**src/acrb_pkg.sv**
```systemverilog
// Constants and types shared by the amplifier control register bank.
// Assumes an 8-bit register space reached over a two-wire serial port.
package acrb_pkg;

    // ************************************************************
    // Register offsets and special values
    // ************************************************************
    localparam logic [7:0] ADDR_IDENTITY   = 8'h00;
    localparam logic [7:0] ADDR_SYSTEM     = 8'h01;
    localparam logic [7:0] ADDR_MODE       = 8'h02;
    localparam logic [7:0] ADDR_LIMIT      = 8'h03;
    localparam logic [7:0] ADDR_PUMP_PARAM = 8'h04;
    localparam logic [7:0] ADDR_GAIN       = 8'h05;
    localparam logic [7:0] SOFT_RESET_CODE = 8'haa;
    localparam logic [7:0] READ_UNMAPPED   = 8'h00;

    // ************************************************************
    // Reset values
    // ************************************************************
    localparam logic [7:0] RST_SYSTEM     = 8'h06;
    localparam logic [7:0] RST_MODE       = 8'h0c;
    localparam logic [7:0] RST_LIMIT      = 8'h08;
    localparam logic [7:0] RST_PUMP_PARAM = 8'h05;
    localparam logic [7:0] RST_GAIN       = 8'h0c;

    // ************************************************************
    // Field positions and code ranges
    // ************************************************************
    localparam int SYS_AMP_BIT  = 2;
    localparam int SYS_PUMP_BIT = 1;
    localparam int SYS_PU_BIT   = 0;
    localparam int MODE_ADP_BIT = 4;
    localparam int MODE_DBL_BIT = 3;
    localparam int MODE_SPK_BIT = 2;
    localparam int MODE_AB_BIT  = 0;
    localparam int LIMIT_W      = 4;
    localparam int GAIN_W       = 5;

    localparam logic [3:0] LIMIT_FIRST_RSVD = 4'hb;
    localparam logic [4:0] GAIN_RCVD_MIN    = 5'h13;
    localparam logic [4:0] GAIN_RCVD_MAX    = 5'h1a;
    localparam logic [4:0] GAIN_RCVAB_MIN   = 5'h19;

    // ************************************************************
    // Serial port
    // ************************************************************
    localparam logic [4:0] DEV_ADDR_BASE  = 5'h16;
    localparam logic [3:0] BIT_COUNT_LAST = 4'h8;

    typedef enum logic [3:0] {
        ST_IDLE, ST_DEVADDR, ST_DEVACK, ST_REGADDR, ST_REGACK,
        ST_WRDATA, ST_WRACK, ST_RDLOAD, ST_RDDATA, ST_RDACK
    } acrb_state_t;

endpackage : acrb_pkg

```
**src/acrb_reg_file.sv**
```systemverilog
// Register storage with write legalisation and read multiplexer.
// Assumes single-cycle write strobes from the serial front end.
`timescale 1ns/100ps
module acrb_reg_file
    import acrb_pkg::*;
#(
    parameter logic [7:0] IDENTITY_VALUE = 8'h3c  // Arbitrary value
) (
    input  wire logic              core_clk,
    input  wire logic              srst,
    input  wire logic              wrEn,
    input  wire logic [7:0]        wrAddr,
    input  wire logic [7:0]        wrData,
    input  wire logic [7:0]        rdAddr,
    output logic      [7:0]        rdData,
    output logic                   amplifierOn,
    output logic                   pumpOn,
    output logic                   softPowerUp,
    output logic                   adaptiveFunctionOn,
    output logic                   pumpDoublerSelect,
    output logic                   speakerModeSelect,
    output logic                   linearClassSelect,
    output logic [LIMIT_W-1:0]     pumpVoltageLimit,
    output logic [GAIN_W-1:0]      gainCode
);

    // ************************************************************
    // Write decode and legalisation
    // ************************************************************
    wire              softReset = wrEn && wrAddr == ADDR_IDENTITY
                                  && wrData == SOFT_RESET_CODE;
    wire              wrSystem  = wrEn && wrAddr == ADDR_SYSTEM;
    wire              wrMode    = wrEn && wrAddr == ADDR_MODE;
    wire              wrLimit   = wrEn && wrAddr == ADDR_LIMIT;
    wire              wrGain    = wrEn && wrAddr == ADDR_GAIN;
    wire [GAIN_W-1:0] gainIn    = wrData[GAIN_W-1:0];
    wire              limitOk   = wrData[LIMIT_W-1:0] < LIMIT_FIRST_RSVD;
    wire              rcvDOk    = gainIn >= GAIN_RCVD_MIN
                                  && gainIn <= GAIN_RCVD_MAX;
    wire              rcvAbOk   = gainIn >= GAIN_RCVAB_MIN;
    // Legality follows the mode held before this write
    wire              gainOk    = speakerModeSelect
                                  || (linearClassSelect ? rcvAbOk : rcvDOk);

    always_ff @(posedge core_clk) begin
        if (srst || softReset) begin
            amplifierOn        <= RST_SYSTEM[SYS_AMP_BIT];
            pumpOn             <= RST_SYSTEM[SYS_PUMP_BIT];
            softPowerUp        <= RST_SYSTEM[SYS_PU_BIT];
            adaptiveFunctionOn <= RST_MODE[MODE_ADP_BIT];
            pumpDoublerSelect  <= RST_MODE[MODE_DBL_BIT];
            speakerModeSelect  <= RST_MODE[MODE_SPK_BIT];
            linearClassSelect  <= RST_MODE[MODE_AB_BIT];
            pumpVoltageLimit   <= RST_LIMIT[LIMIT_W-1:0];
            gainCode           <= RST_GAIN[GAIN_W-1:0];
        end else begin
            if (wrSystem) begin
                amplifierOn <= wrData[SYS_AMP_BIT];
                pumpOn      <= wrData[SYS_PUMP_BIT];
                softPowerUp <= wrData[SYS_PU_BIT];
            end
            if (wrMode) begin
                adaptiveFunctionOn <= wrData[MODE_ADP_BIT];
                pumpDoublerSelect  <= wrData[MODE_DBL_BIT];
                speakerModeSelect  <= wrData[MODE_SPK_BIT];
                linearClassSelect  <= wrData[MODE_AB_BIT];
            end
            if (wrLimit) begin
                pumpVoltageLimit <= limitOk ? wrData[LIMIT_W-1:0]
                                            : RST_LIMIT[LIMIT_W-1:0];
            end
            if (wrGain) begin
                gainCode <= gainOk ? gainIn : RST_GAIN[GAIN_W-1:0];
            end
        end
    end

    // ************************************************************
    // Read multiplexer, reserved bits fixed at reset value
    // ************************************************************
    wire [7:0] sysByte  = {5'h00, amplifierOn, pumpOn, softPowerUp};
    wire [7:0] modeByte = {3'h0, adaptiveFunctionOn, pumpDoublerSelect,
                           speakerModeSelect, 1'b0, linearClassSelect};
    wire [7:0] limByte  = {4'h0, pumpVoltageLimit};
    wire [7:0] gainByte = {3'h0, gainCode};

    assign rdData = (rdAddr == ADDR_IDENTITY)   ? IDENTITY_VALUE :
                    (rdAddr == ADDR_SYSTEM)     ? sysByte :
                    (rdAddr == ADDR_MODE)       ? modeByte :
                    (rdAddr == ADDR_LIMIT)      ? limByte :
                    (rdAddr == ADDR_PUMP_PARAM) ? RST_PUMP_PARAM :
                    (rdAddr == ADDR_GAIN)       ? gainByte : READ_UNMAPPED;
endmodule : acrb_reg_file

```
**src/acrb_serial_top.sv**
```systemverilog
// Two-wire serial slave in front of the amplifier control registers.
// Assumes SCL and SDA already synchronous and far slower than core_clk.
`timescale 1ns/100ps
module acrb_serial_top
    import acrb_pkg::*;
#(
    parameter logic [7:0] IDENTITY_VALUE = 8'h3c  // Arbitrary value
) (
    input  wire logic              core_clk,
    input  wire logic              srst,
    input  wire logic              sclIn,
    input  wire logic              sdaIn,
    output logic                   sdaOut,
    output logic                   sdaOe,
    input  wire logic [1:0]        addrSelect,
    output logic                   amplifierOn,
    output logic                   pumpOn,
    output logic                   softPowerUp,
    output logic                   adaptiveFunctionOn,
    output logic                   pumpDoublerSelect,
    output logic                   speakerModeSelect,
    output logic                   linearClassSelect,
    output logic [LIMIT_W-1:0]     pumpVoltageLimit,
    output logic [GAIN_W-1:0]      gainCode
);

    // ************************************************************
    // Line edges and bus conditions
    // ************************************************************
    logic        sclPrev;
    logic        sdaPrev;
    acrb_state_t state;
    acrb_state_t next_state;
    logic [3:0]  bitCount;
    logic [3:0]  next_bitCount;
    logic [7:0]  shiftReg;
    logic [7:0]  next_shiftReg;
    logic [7:0]  pointer;
    logic [7:0]  next_pointer;
    logic        readMode;
    logic        next_readMode;
    logic        masterAck;
    logic        next_masterAck;
    logic        next_sdaOe;
    logic [7:0]  rdData;

    wire sclRise   = sclIn && !sclPrev;
    wire sclFall   = !sclIn && sclPrev;
    wire startSeen = sclIn && sclPrev && sdaPrev && !sdaIn;
    wire stopSeen  = sclIn && sclPrev && !sdaPrev && sdaIn;
    wire byteDone  = bitCount == BIT_COUNT_LAST;
    wire addrMatch = shiftReg[7:1] == {DEV_ADDR_BASE, addrSelect};
    wire wrEn      = state == ST_WRDATA && sclFall && byteDone && !startSeen
                     && !stopSeen;

    // Open-drain: only ever pulls low
    assign sdaOut = 1'b0;

    // ************************************************************
    // Register storage
    // ************************************************************
    acrb_reg_file #(
        .IDENTITY_VALUE     (IDENTITY_VALUE)
    ) u_regs (
        .core_clk           (core_clk),
        .srst               (srst),
        .wrEn               (wrEn),
        .wrAddr             (pointer),
        .wrData             (shiftReg),
        .rdAddr             (pointer),
        .rdData             (rdData),
        .amplifierOn        (amplifierOn),
        .pumpOn             (pumpOn),
        .softPowerUp        (softPowerUp),
        .adaptiveFunctionOn (adaptiveFunctionOn),
        .pumpDoublerSelect  (pumpDoublerSelect),
        .speakerModeSelect  (speakerModeSelect),
        .linearClassSelect  (linearClassSelect),
        .pumpVoltageLimit   (pumpVoltageLimit),
        .gainCode           (gainCode)
    );

    // ************************************************************
    // Byte engine
    // ************************************************************
    always_comb begin
        next_state     = state;
        next_bitCount  = bitCount;
        next_shiftReg  = shiftReg;
        next_pointer   = pointer;
        next_readMode  = readMode;
        next_masterAck = masterAck;
        if (startSeen) begin
            // Repeated start keeps the pointer for the read phase
            next_state    = ST_DEVADDR;
            next_bitCount = 4'h0;
        end else if (stopSeen) begin
            next_state = ST_IDLE;
        end else begin
            case (state)
                ST_DEVADDR, ST_REGADDR, ST_WRDATA: begin
                    if (sclRise && !byteDone) begin
                        next_shiftReg = {shiftReg[6:0], sdaIn};
                        next_bitCount = bitCount + 4'h1;
                    end else if (sclFall && byteDone) begin
                        next_bitCount = 4'h0;
                        if (state == ST_WRDATA) begin
                            next_state = ST_WRACK;
                        end else if (state == ST_REGADDR) begin
                            next_pointer = shiftReg;
                            next_state   = ST_REGACK;
                        end else if (addrMatch) begin
                            next_readMode = shiftReg[0];
                            next_state    = ST_DEVACK;
                        end else begin
                            next_state = ST_IDLE;
                        end
                    end
                end
                ST_DEVACK: begin
                    if (sclFall) begin
                        next_state = readMode ? ST_RDLOAD : ST_REGADDR;
                    end
                end
                ST_REGACK: begin
                    if (sclFall) begin
                        next_state = ST_WRDATA;
                    end
                end
                ST_WRACK: begin
                    if (sclFall) begin
                        next_pointer = pointer + 8'h01;
                        next_state   = ST_WRDATA;
                    end
                end
                ST_RDLOAD: begin
                    next_shiftReg = rdData;
                    next_bitCount = 4'h0;
                    next_state    = ST_RDDATA;
                end
                ST_RDDATA: begin
                    if (sclRise) begin
                        next_bitCount = bitCount + 4'h1;
                    end else if (sclFall && byteDone) begin
                        next_bitCount = 4'h0;
                        next_state    = ST_RDACK;
                    end else if (sclFall) begin
                        next_shiftReg = {shiftReg[6:0], 1'b0};
                    end
                end
                ST_RDACK: begin
                    if (sclRise) begin
                        next_masterAck = !sdaIn;
                    end else if (sclFall && masterAck) begin
                        next_pointer = pointer + 8'h01;
                        next_state   = ST_RDLOAD;
                    end else if (sclFall) begin
                        next_state = ST_IDLE;
                    end
                end
                default: begin
                    next_state = ST_IDLE;
                end
            endcase
        end
    end

    // Pull low for acknowledge and for zero read bits
    always_comb begin
        case (next_state)
            ST_DEVACK, ST_REGACK, ST_WRACK: next_sdaOe = 1'b1;
            ST_RDDATA:                      next_sdaOe = !next_shiftReg[7];
            default:                        next_sdaOe = 1'b0;
        endcase
    end

    always_ff @(posedge core_clk) begin
        if (srst) begin
            state     <= ST_IDLE;
            sclPrev   <= 1'b1;
            sdaPrev   <= 1'b1;
            bitCount  <= 4'h0;
            shiftReg  <= 8'h00;
            pointer   <= 8'h00;
            readMode  <= 1'b0;
            masterAck <= 1'b0;
            sdaOe     <= 1'b0;
        end else begin
            state     <= next_state;
            sclPrev   <= sclIn;
            sdaPrev   <= sdaIn;
            bitCount  <= next_bitCount;
            shiftReg  <= next_shiftReg;
            pointer   <= next_pointer;
            readMode  <= next_readMode;
            masterAck <= next_masterAck;
            sdaOe     <= next_sdaOe;
        end
    end
endmodule : acrb_serial_top

```
**config.mk**
```make
export PLATFORM = sky130hd
export DESIGN_NAME = acrb_serial_top
export DESIGN_NICKNAME = d
export VERILOG_FILES = /design/src/acrb_pkg.sv /design/src/acrb_reg_file.sv /design/src/acrb_serial_top.sv
export SDC_FILE = /design/constraint.sdc
export NUM_CORES = 1
export LEC_CHECK = 0
export BUFFER_PORTS_ARGS = -buffer_cell sky130_fd_sc_hd__buf_2
export CORE_MARGIN = 2
export CORE_UTILIZATION = 54
export CTS_BUF_LIST = sky130_fd_sc_hd__clkbuf_16
export CTS_CLUSTER_SIZE = 20
export DETAILED_ROUTE_END_ITERATION = 8
export GPL_TIMING_DRIVEN = 0
export PLACE_DENSITY_LB_ADDON = 0.3
export REMOVE_ABC_BUFFERS = 1
export SYNTH_ARGS = -nofsm -noshare
export SYNTH_HDL_FRONTEND = slang
export SYNTH_HIERARCHICAL = 1
export SYNTH_SLANG_ARGS = --single-unit
```
**constraint.sdc**
```tcl
create_clock -name core_clk -period 2.4 [get_ports core_clk]
set_input_delay 0 -clock core_clk [delete_from_list [all_inputs] [get_ports core_clk]]
set_output_delay 0 -clock core_clk [all_outputs]
set_load 0.03 [all_outputs]
```
After elaboration in Yosys (flattened, before gate mapping):

Cells that the tools add are included.

* flip-flop bits (word level): 45
* input bits: 6
* output and inout port bits: 18
* logic and storage cells: 150

* $add $sub $neg: 2
* $lt $le $gt $ge: 4
* equal/unequal tests: 32
* mux-type cells: 45
* bitwise operators: 5
* reduce and logical (&&, ||, !) cells: 43

Operators by type and width (number)
* 8-bit two-way mux: 18
* 4-bit two-way mux: 15
* 8-bit case mux with 3 select lines: 2
* 4-bit by 3-bit == test with 1-bit output (second input constant): 6
* 4-bit case mux with 6 select lines: 1
* 2-bit inequality test (second input constant): 11
* 1-bit logical AND: 21
* 4-bit == test (second input constant): 4
* 8-bit by 2-bit == test with 1-bit output (second input constant): 2
* 8-bit by 3-bit == test with 1-bit output (second input constant): 2
* 4-bit by 2-bit == test with 1-bit output (second input constant): 3
* 4-bit case mux with 3 select lines: 1
* 5-bit greater-or-equal comparator (second input constant): 2
* 5-bit two-way mux: 2
* 10-bit AND reduction: 1
* 3-bit two-way mux: 3
* 8-bit by 1-bit adder with 8-bit output (second input constant): 1
* 8-bit by 1-bit == test with 1-bit output (second input constant): 1
* 8-bit == test (second input constant): 1
* 1-bit logical NOT: 8
* 8-bit logical NOT: 1
* 8-bit AND reduction: 1
* 7-bit == test: 1
* 7-bit AND reduction: 1
* 14 further kinds: 22

Logic depth before layout (Yosys ltp):

* depth after elaboration: 12
* gate-level depth with buffers: 11
* gate-level depth less buffers: 10

Modules after synthesis:

The synthesis kept the hierarchy.

Modules (own cells, without submodules)
* acrb_serial_top: instances 1, cells each 231, area each 1941.9 um^2, seq. area each 580.6 um^2
* acrb_reg_file: instances 1, cells each 125, area each 972.2 um^2, seq. area each 320.3 um^2

Worst setup path before layout:

No wires, ideal clock.

* path type: reg-to-reg
* start: register bitCount[0]
* end: register u_regs.gainCode[2]
* setup time: 140 ps
* data arrival time: 2351 ps
* required time: 2260 ps
* setup slack: -92 ps
* cell stages (with the launch flop): 12
* path buffers: 1
* clock period less this slack: 2492 ps
* cell sequence: dfxtp_1 > inv_1 > ha_1 > and3b_1 > buf_2 > nand2_1 > nor4_1 > or4b_4 > nor3_4 > nand3_1 > nor3b_1 > o21ai_1

* word-level cells in the longest chain between the ends: 7
* elaborated cells between the ends (all ways): 8
* those cells by class: 1 x eq/ne; 7 x reduce/logical

RTL lines
* start, declared: line acrb_serial_top.sv:34 `logic [3:0] bitCount;`
* start signal, assigned: line acrb_serial_top.sv:192 `bitCount <= next_bitCount;`
* 4-bit == test *: line acrb_serial_top.sv:51 `wire byteDone = bitCount == BIT_COUNT_LAST;`
* 1-bit logical AND * (2 in a row): line acrb_serial_top.sv:53 `wire wrEn = state == ST_WRDATA && sclFall && byteDone && !startSeen`
* 1-bit logical AND *: line acrb_serial_top.sv:54 `&& !stopSeen;`
* named net wrEn: line acrb_serial_top.sv:53
* 1-bit logical AND: line acrb_reg_file.sv:30 `wire softReset = wrEn && wrAddr == ADDR_IDENTITY`
* 1-bit logical AND: line acrb_reg_file.sv:31 `&& wrData == SOFT_RESET_CODE;`
* 1-bit logical OR: line acrb_reg_file.sv:46 `if (srst || softReset) begin`
* end signal, assigned: line acrb_reg_file.sv:55 `gainCode <= RST_GAIN[GAIN_W-1:0];`
* end signal, assigned: line acrb_reg_file.sv:73 `gainCode <= gainOk ? gainIn : RST_GAIN[GAIN_W-1:0];`
* end, declared: line acrb_reg_file.sv:24 `output logic [GAIN_W-1:0] gainCode`

Mark *: on every way through the listed nets, which the timed path passes. The rest lies on a longest branch.
A chain may end at the register's enable or synchronous reset.

Worst setup path after layout:

* start: register bitCount[0]
* end: register u_regs.pumpVoltageLimit[2]

* word-level cells in the longest chain between the ends: 7
* elaborated cells between the ends (all ways): 8
* those cells by class: 1 x eq/ne; 7 x reduce/logical

RTL lines
* 4-bit == test *: line acrb_serial_top.sv:51
* 1-bit logical AND * (2 in a row): line acrb_serial_top.sv:53
* 1-bit logical AND *: line acrb_serial_top.sv:54
* named net wrEn: line acrb_serial_top.sv:53
* 1-bit logical AND: line acrb_reg_file.sv:30
* 1-bit logical AND: line acrb_reg_file.sv:31
* 1-bit logical OR: line acrb_reg_file.sv:46
* end signal, assigned: line acrb_reg_file.sv:54 `pumpVoltageLimit <= RST_LIMIT[LIMIT_W-1:0];`
* end signal, assigned: line acrb_reg_file.sv:69 `pumpVoltageLimit <= limitOk ? wrData[LIMIT_W-1:0]`
* end, declared: line acrb_reg_file.sv:23 `output logic [LIMIT_W-1:0] pumpVoltageLimit,`

Marked as above.

==> results.py <==
metrics = {
    "run_status": {
        "status": "finished clean",
    },
    "clock_tree": {
        "clockBufferDepth": 2,
        "htree_levels": 2,
        "numCtsBuffers": 5,
        "clkLatencyLatePin_ns": 0.29,
        "root_buffer": "clkbuf_16",
        "cts_tree": "built",
        "path_clk_slew_ns": 0.07,
        "clkSinkCount": 45,
    },
    "global_route": {
        "grt_pass1_vias": 2557,
        "grt_overflow": 0,
        "grt_pass1_wl_mm": 12.08,
        "grt_max_degree": 24,
        "use_met1": 0.3149,
        "antenna_found_initial": 0,
        "use_met3": 0.04302,
        "top_usage_layer": "met2",
        "grt.total_usage": 0.2488,
        "grt_use_met2": 0.4243,
    },
    "timing": {
        "slew_viol_final": 0,
        "tns_ns": 0,
        "skew_ns": 0.009657,
        "max_freq_ghz": 0.4184,
        "hold_viol": 0,
        "rsz0062_at_grt": "true",
        "worstMarginPinSlew_ns": 0.7360,
        "fin_crit_sh": 0.9958,
        "relSlewSlack": 0.5087,
        "setup_viol": 0,
        "min_period_ns": 2.390,
        "hold_slack_ns": 0.01387,
        "fin_ws_ns": 0.01001,
    },
    "yosys": {
        "synth_flop_cell": "dfxtp_1",
        "avgSynthCellArea_um2": 8.186,
        "synth_edf_count": 0,
        "async_reset_ff_frac": 0,
        "synth_cells": 356,
        "synth_cell_types": 71,
        "synth-seq-area-share": 0.3091,
        "synth_area_um2": 2914,
        "ys_ff_latch": 45,
        "ys_warn_count": 6,
    },
    "floorplanning": {
        "fp.dieH_um": 77.46,
        "dieArea_um2": 6000,
        "ioPinCount": 24,
        "initial_core_util": 0.5634,
        "num_rows": 26,
        "core_area_um2": 5172,
        "chipWidth_um": 77.46,
    },
    "placement": {
        "dp_cells": 430,
        "post-place-ws_ns": -0.5143,
        "dpl.hpwl_mm": 4.746,
        "portBuffers": 22,
        "place.gp.congestion": 0.9435,
        "dpl_cell_area_um2": 2983,
    },
    "min_path": {
        "hold_path.class": "input port to register",
        "holdPathEnd": "sdaPrev",
        "whs_path_depth": 2,
        "min_from": "sdaIn",
    },
    "worst_setup_path": {
        "end_kind": "register",
        "r2r_end": "u_regs/pumpVoltageLimit[2]",
        "reg2reg_from": "bitCount[0]",
        "slowest_stage": "or4b_4",
        "crit_path_start_kind": "register",
        "cp.arrival_ns": 2.56,
        "max_stage_delay_ns": 0.52,
        "crit_type": "register to register",
        "crit_chain": "inv_2 -> ha_4 -> and3b_2 -> nand2_4 -> nor4_4 -> or4b_4 -> nor3_4 -> a41o_2 -> a21oi_1",
        "rrSetupSlack_ns": 0.01,
        "worstRegToRegCells": 9,
        "crit_fanout": 9,
        "required_ns": 2.57,
    },
    "final_layout": {
        "antenna_cells": 0,
        "utilization": 0.6437,
        "instances_no_fill": 448,
        "multi_input_area_um2": 1967,
        "fin_nets": 386,
        "finalInstanceArea_um2": 3329,
        "syn_to_final_growth_pct": 14.25,
        "regArea_um2": 908.4,
        "drive_gt1_frac": 0.2619,
        "fill_cells": 426,
    },
    "detailed_routing": {
        "vias": 2737,
        "via_per_inst": 6.109,
        "wl_per_cell_um": 16.24,
        "ant_nets": 0,
        "drc": 0,
        "drt_iter0_drc": 248,
        "drt_pass1_iterations": 4,
        "routed_wl_mm": 7.274,
    },
    "power": {
        "leakagePower_nw": 1.273,
        "vdd_ir_drop_max_uv": 343.4,
        "power_mw": 1.571,
        "powerDensity_nw_per_um2": 472.0,
    },
    "run": {
        "max_cap_viol_count": 0,
    },
}
==> layout by cell type (no fill, tap or decap), types with 3 or more instances in the layout <==
cell type / n
a21oi_2: 4
buf_2: 22
nand3b_1: 3
nor3b_1: 5
inv_1: 7
nand2_2: 3
nand4b_1: 3
conb_1: 3
o21ai_0: 11
dfxtp_2: 6
or2_0: 4
a211oi_1: 5
nor2_2: 4
nor3_1: 12
a221oi_2: 4
and3_1: 3
a22oi_1: 3
clkbuf_16: 5
nand3_1: 14
nand2_1: 27
nor2_1: 38
dfxtp_1: 39
a31oi_1: 5
buf_4: 6
mux2i_1: 12
nor2b_1: 10
nand3_2: 4
o21ai_1: 7
a21oi_1: 28
nand2b_1: 5
==> where the power goes <==
group | internal [mW] | switching [mW] | total (mW)
Clock | 0.394 | 0.320 | 0.714
Combinational | 0.0346 | 0.0525 | 0.0871
Sequential | 0.753 | 0.0179 | 0.771
==> critical path: cells and delay by family, from the launching register on <==
family	cells	cell delay, ns
buffers and inverters	1	0.08
and+or+nand+nor	5	1.25
DFF	1	0.34
adders and majority gates	1	0.13
AOI/OAI and AO/OA	2	0.47
==> synthesized netlist by cell type, types with 3 or more instances <==
cell	count	area (µm²)
nand2b_1	5	31.28
nor2_1	39	146.4
o21ai_1	7	35.03
nand3_1	19	95.09
a22oi_1	3	22.52
o21ai_0	11	55.05
nor2b_1	10	62.56
inv_1	8	30.03
nor4_1	3	18.77
nand3b_1	3	22.52
a21oi_2	4	35.03
buf_4	5	37.54
a211oi_1	5	37.54
dfxtp_1	45	900.9
clkbuf_1	5	18.77
nand4b_1	3	26.28
nor3b_1	7	52.55
nand2_1	29	108.9
nor3_1	12	60.06
nor2_2	3	18.77
a21oi_1	28	140.1
buf_2	4	20.02
mux2i_1	12	120.1
and3_1	4	25.02
or2_0	4	25.02
buf_6	5	56.30
and2b_1	3	22.52
ha_1	3	37.54
a31oi_1	5	31.28
a221oi_2	4	60.06
==> sequential cells by signal, indices dropped and copies added, names as in the netlist <==
| name | cells |
|---|---|
| bitCount | 4 |
| masterAck | 1 |
| pointer | 8 |
| readMode | 1 |
| sclPrev | 1 |
| sdaOe | 1 |
| sdaPrev | 1 |
| shiftReg | 8 |
| state | 4 |
| u_regs/adaptiveFunctionOn | 1 |
| u_regs/amplifierOn | 1 |
| u_regs/gainCode | 5 |
| u_regs/linearClassSelect | 1 |
| u_regs/pumpDoublerSelect | 1 |
| u_regs/pumpOn | 1 |
| u_regs/pumpVoltageLimit | 4 |
| u_regs/softPowerUp | 1 |
| u_regs/speakerModeSelect | 1 |
==> layout make-up <==
| type | count | share of cell area |
|---|---|---|
| Timing Repair Buffer | 31 | 0.05599 |
| Multi-Input combinational cell | 286 | 0.5908 |
| Tap cell | 70 | 0.02631 |
| Inverter | 8 | 0.009019 |
| Clock buffer | 5 | 0.03758 |
| Sequential cell | 45 | 0.2728 |
| Clock inverter | 3 | 0.007516 |
==> worst max-delay path by stage <==
stage	slack, ns	from	to
final	0.01	bitCount[0]	u_regs/pumpVoltageLimit[2]
after global routing	-0.05	bitCount[0]	u_regs/gainCode[3]
after CTS	0.004	bitCount[0]	u_regs/gainCode[2]
after detailed placement	-0.51	bitCount[0]	u_regs/gainCode[3]
after global placement	-0.50	bitCount[0]	u_regs/gainCode[2]
after floorplan	-0.11	bitCount[0]	u_regs/gainCode[2]
==> repair_timing <==
item / CTS / global route
hold buffers: 2 / 0
setup buffers: 2 / 5
endpoints found under the hold margin: 2 / 0
gates resized for setup: 18 / 12
pin swaps: 5 / 11
setup endpoints to repair: 24 / 19
cloned: 0 / 1
==> metal layers <==
| layer | wire (µm) | up-vias |
|---|---|---|
| li1 | - | 1334 |
| met5 | 0 | - |
| met4 | 121 | 0 |
| met2 | 3586 | 80 |
| met1 | 3211 | 1314 |
| met3 | 355 | 9 |
==> kinds of logic after synthesis <==
kind of cell | after synthesis | share of synthesized area
other | 2 | 0.002577
AOI/OAI and AO/OA | 87 | 0.2065
muxes | 15 | 0.05410
buffers and inverters | 27 | 0.05582
adders and majority gates | 3 | 0.01288
and+or+nand+nor | 174 | 0.3499
DFF | 45 | 0.3091
xor gates and xnor gates | 3 | 0.009018
No activity file was read; power rests on OpenSTA's default activity.
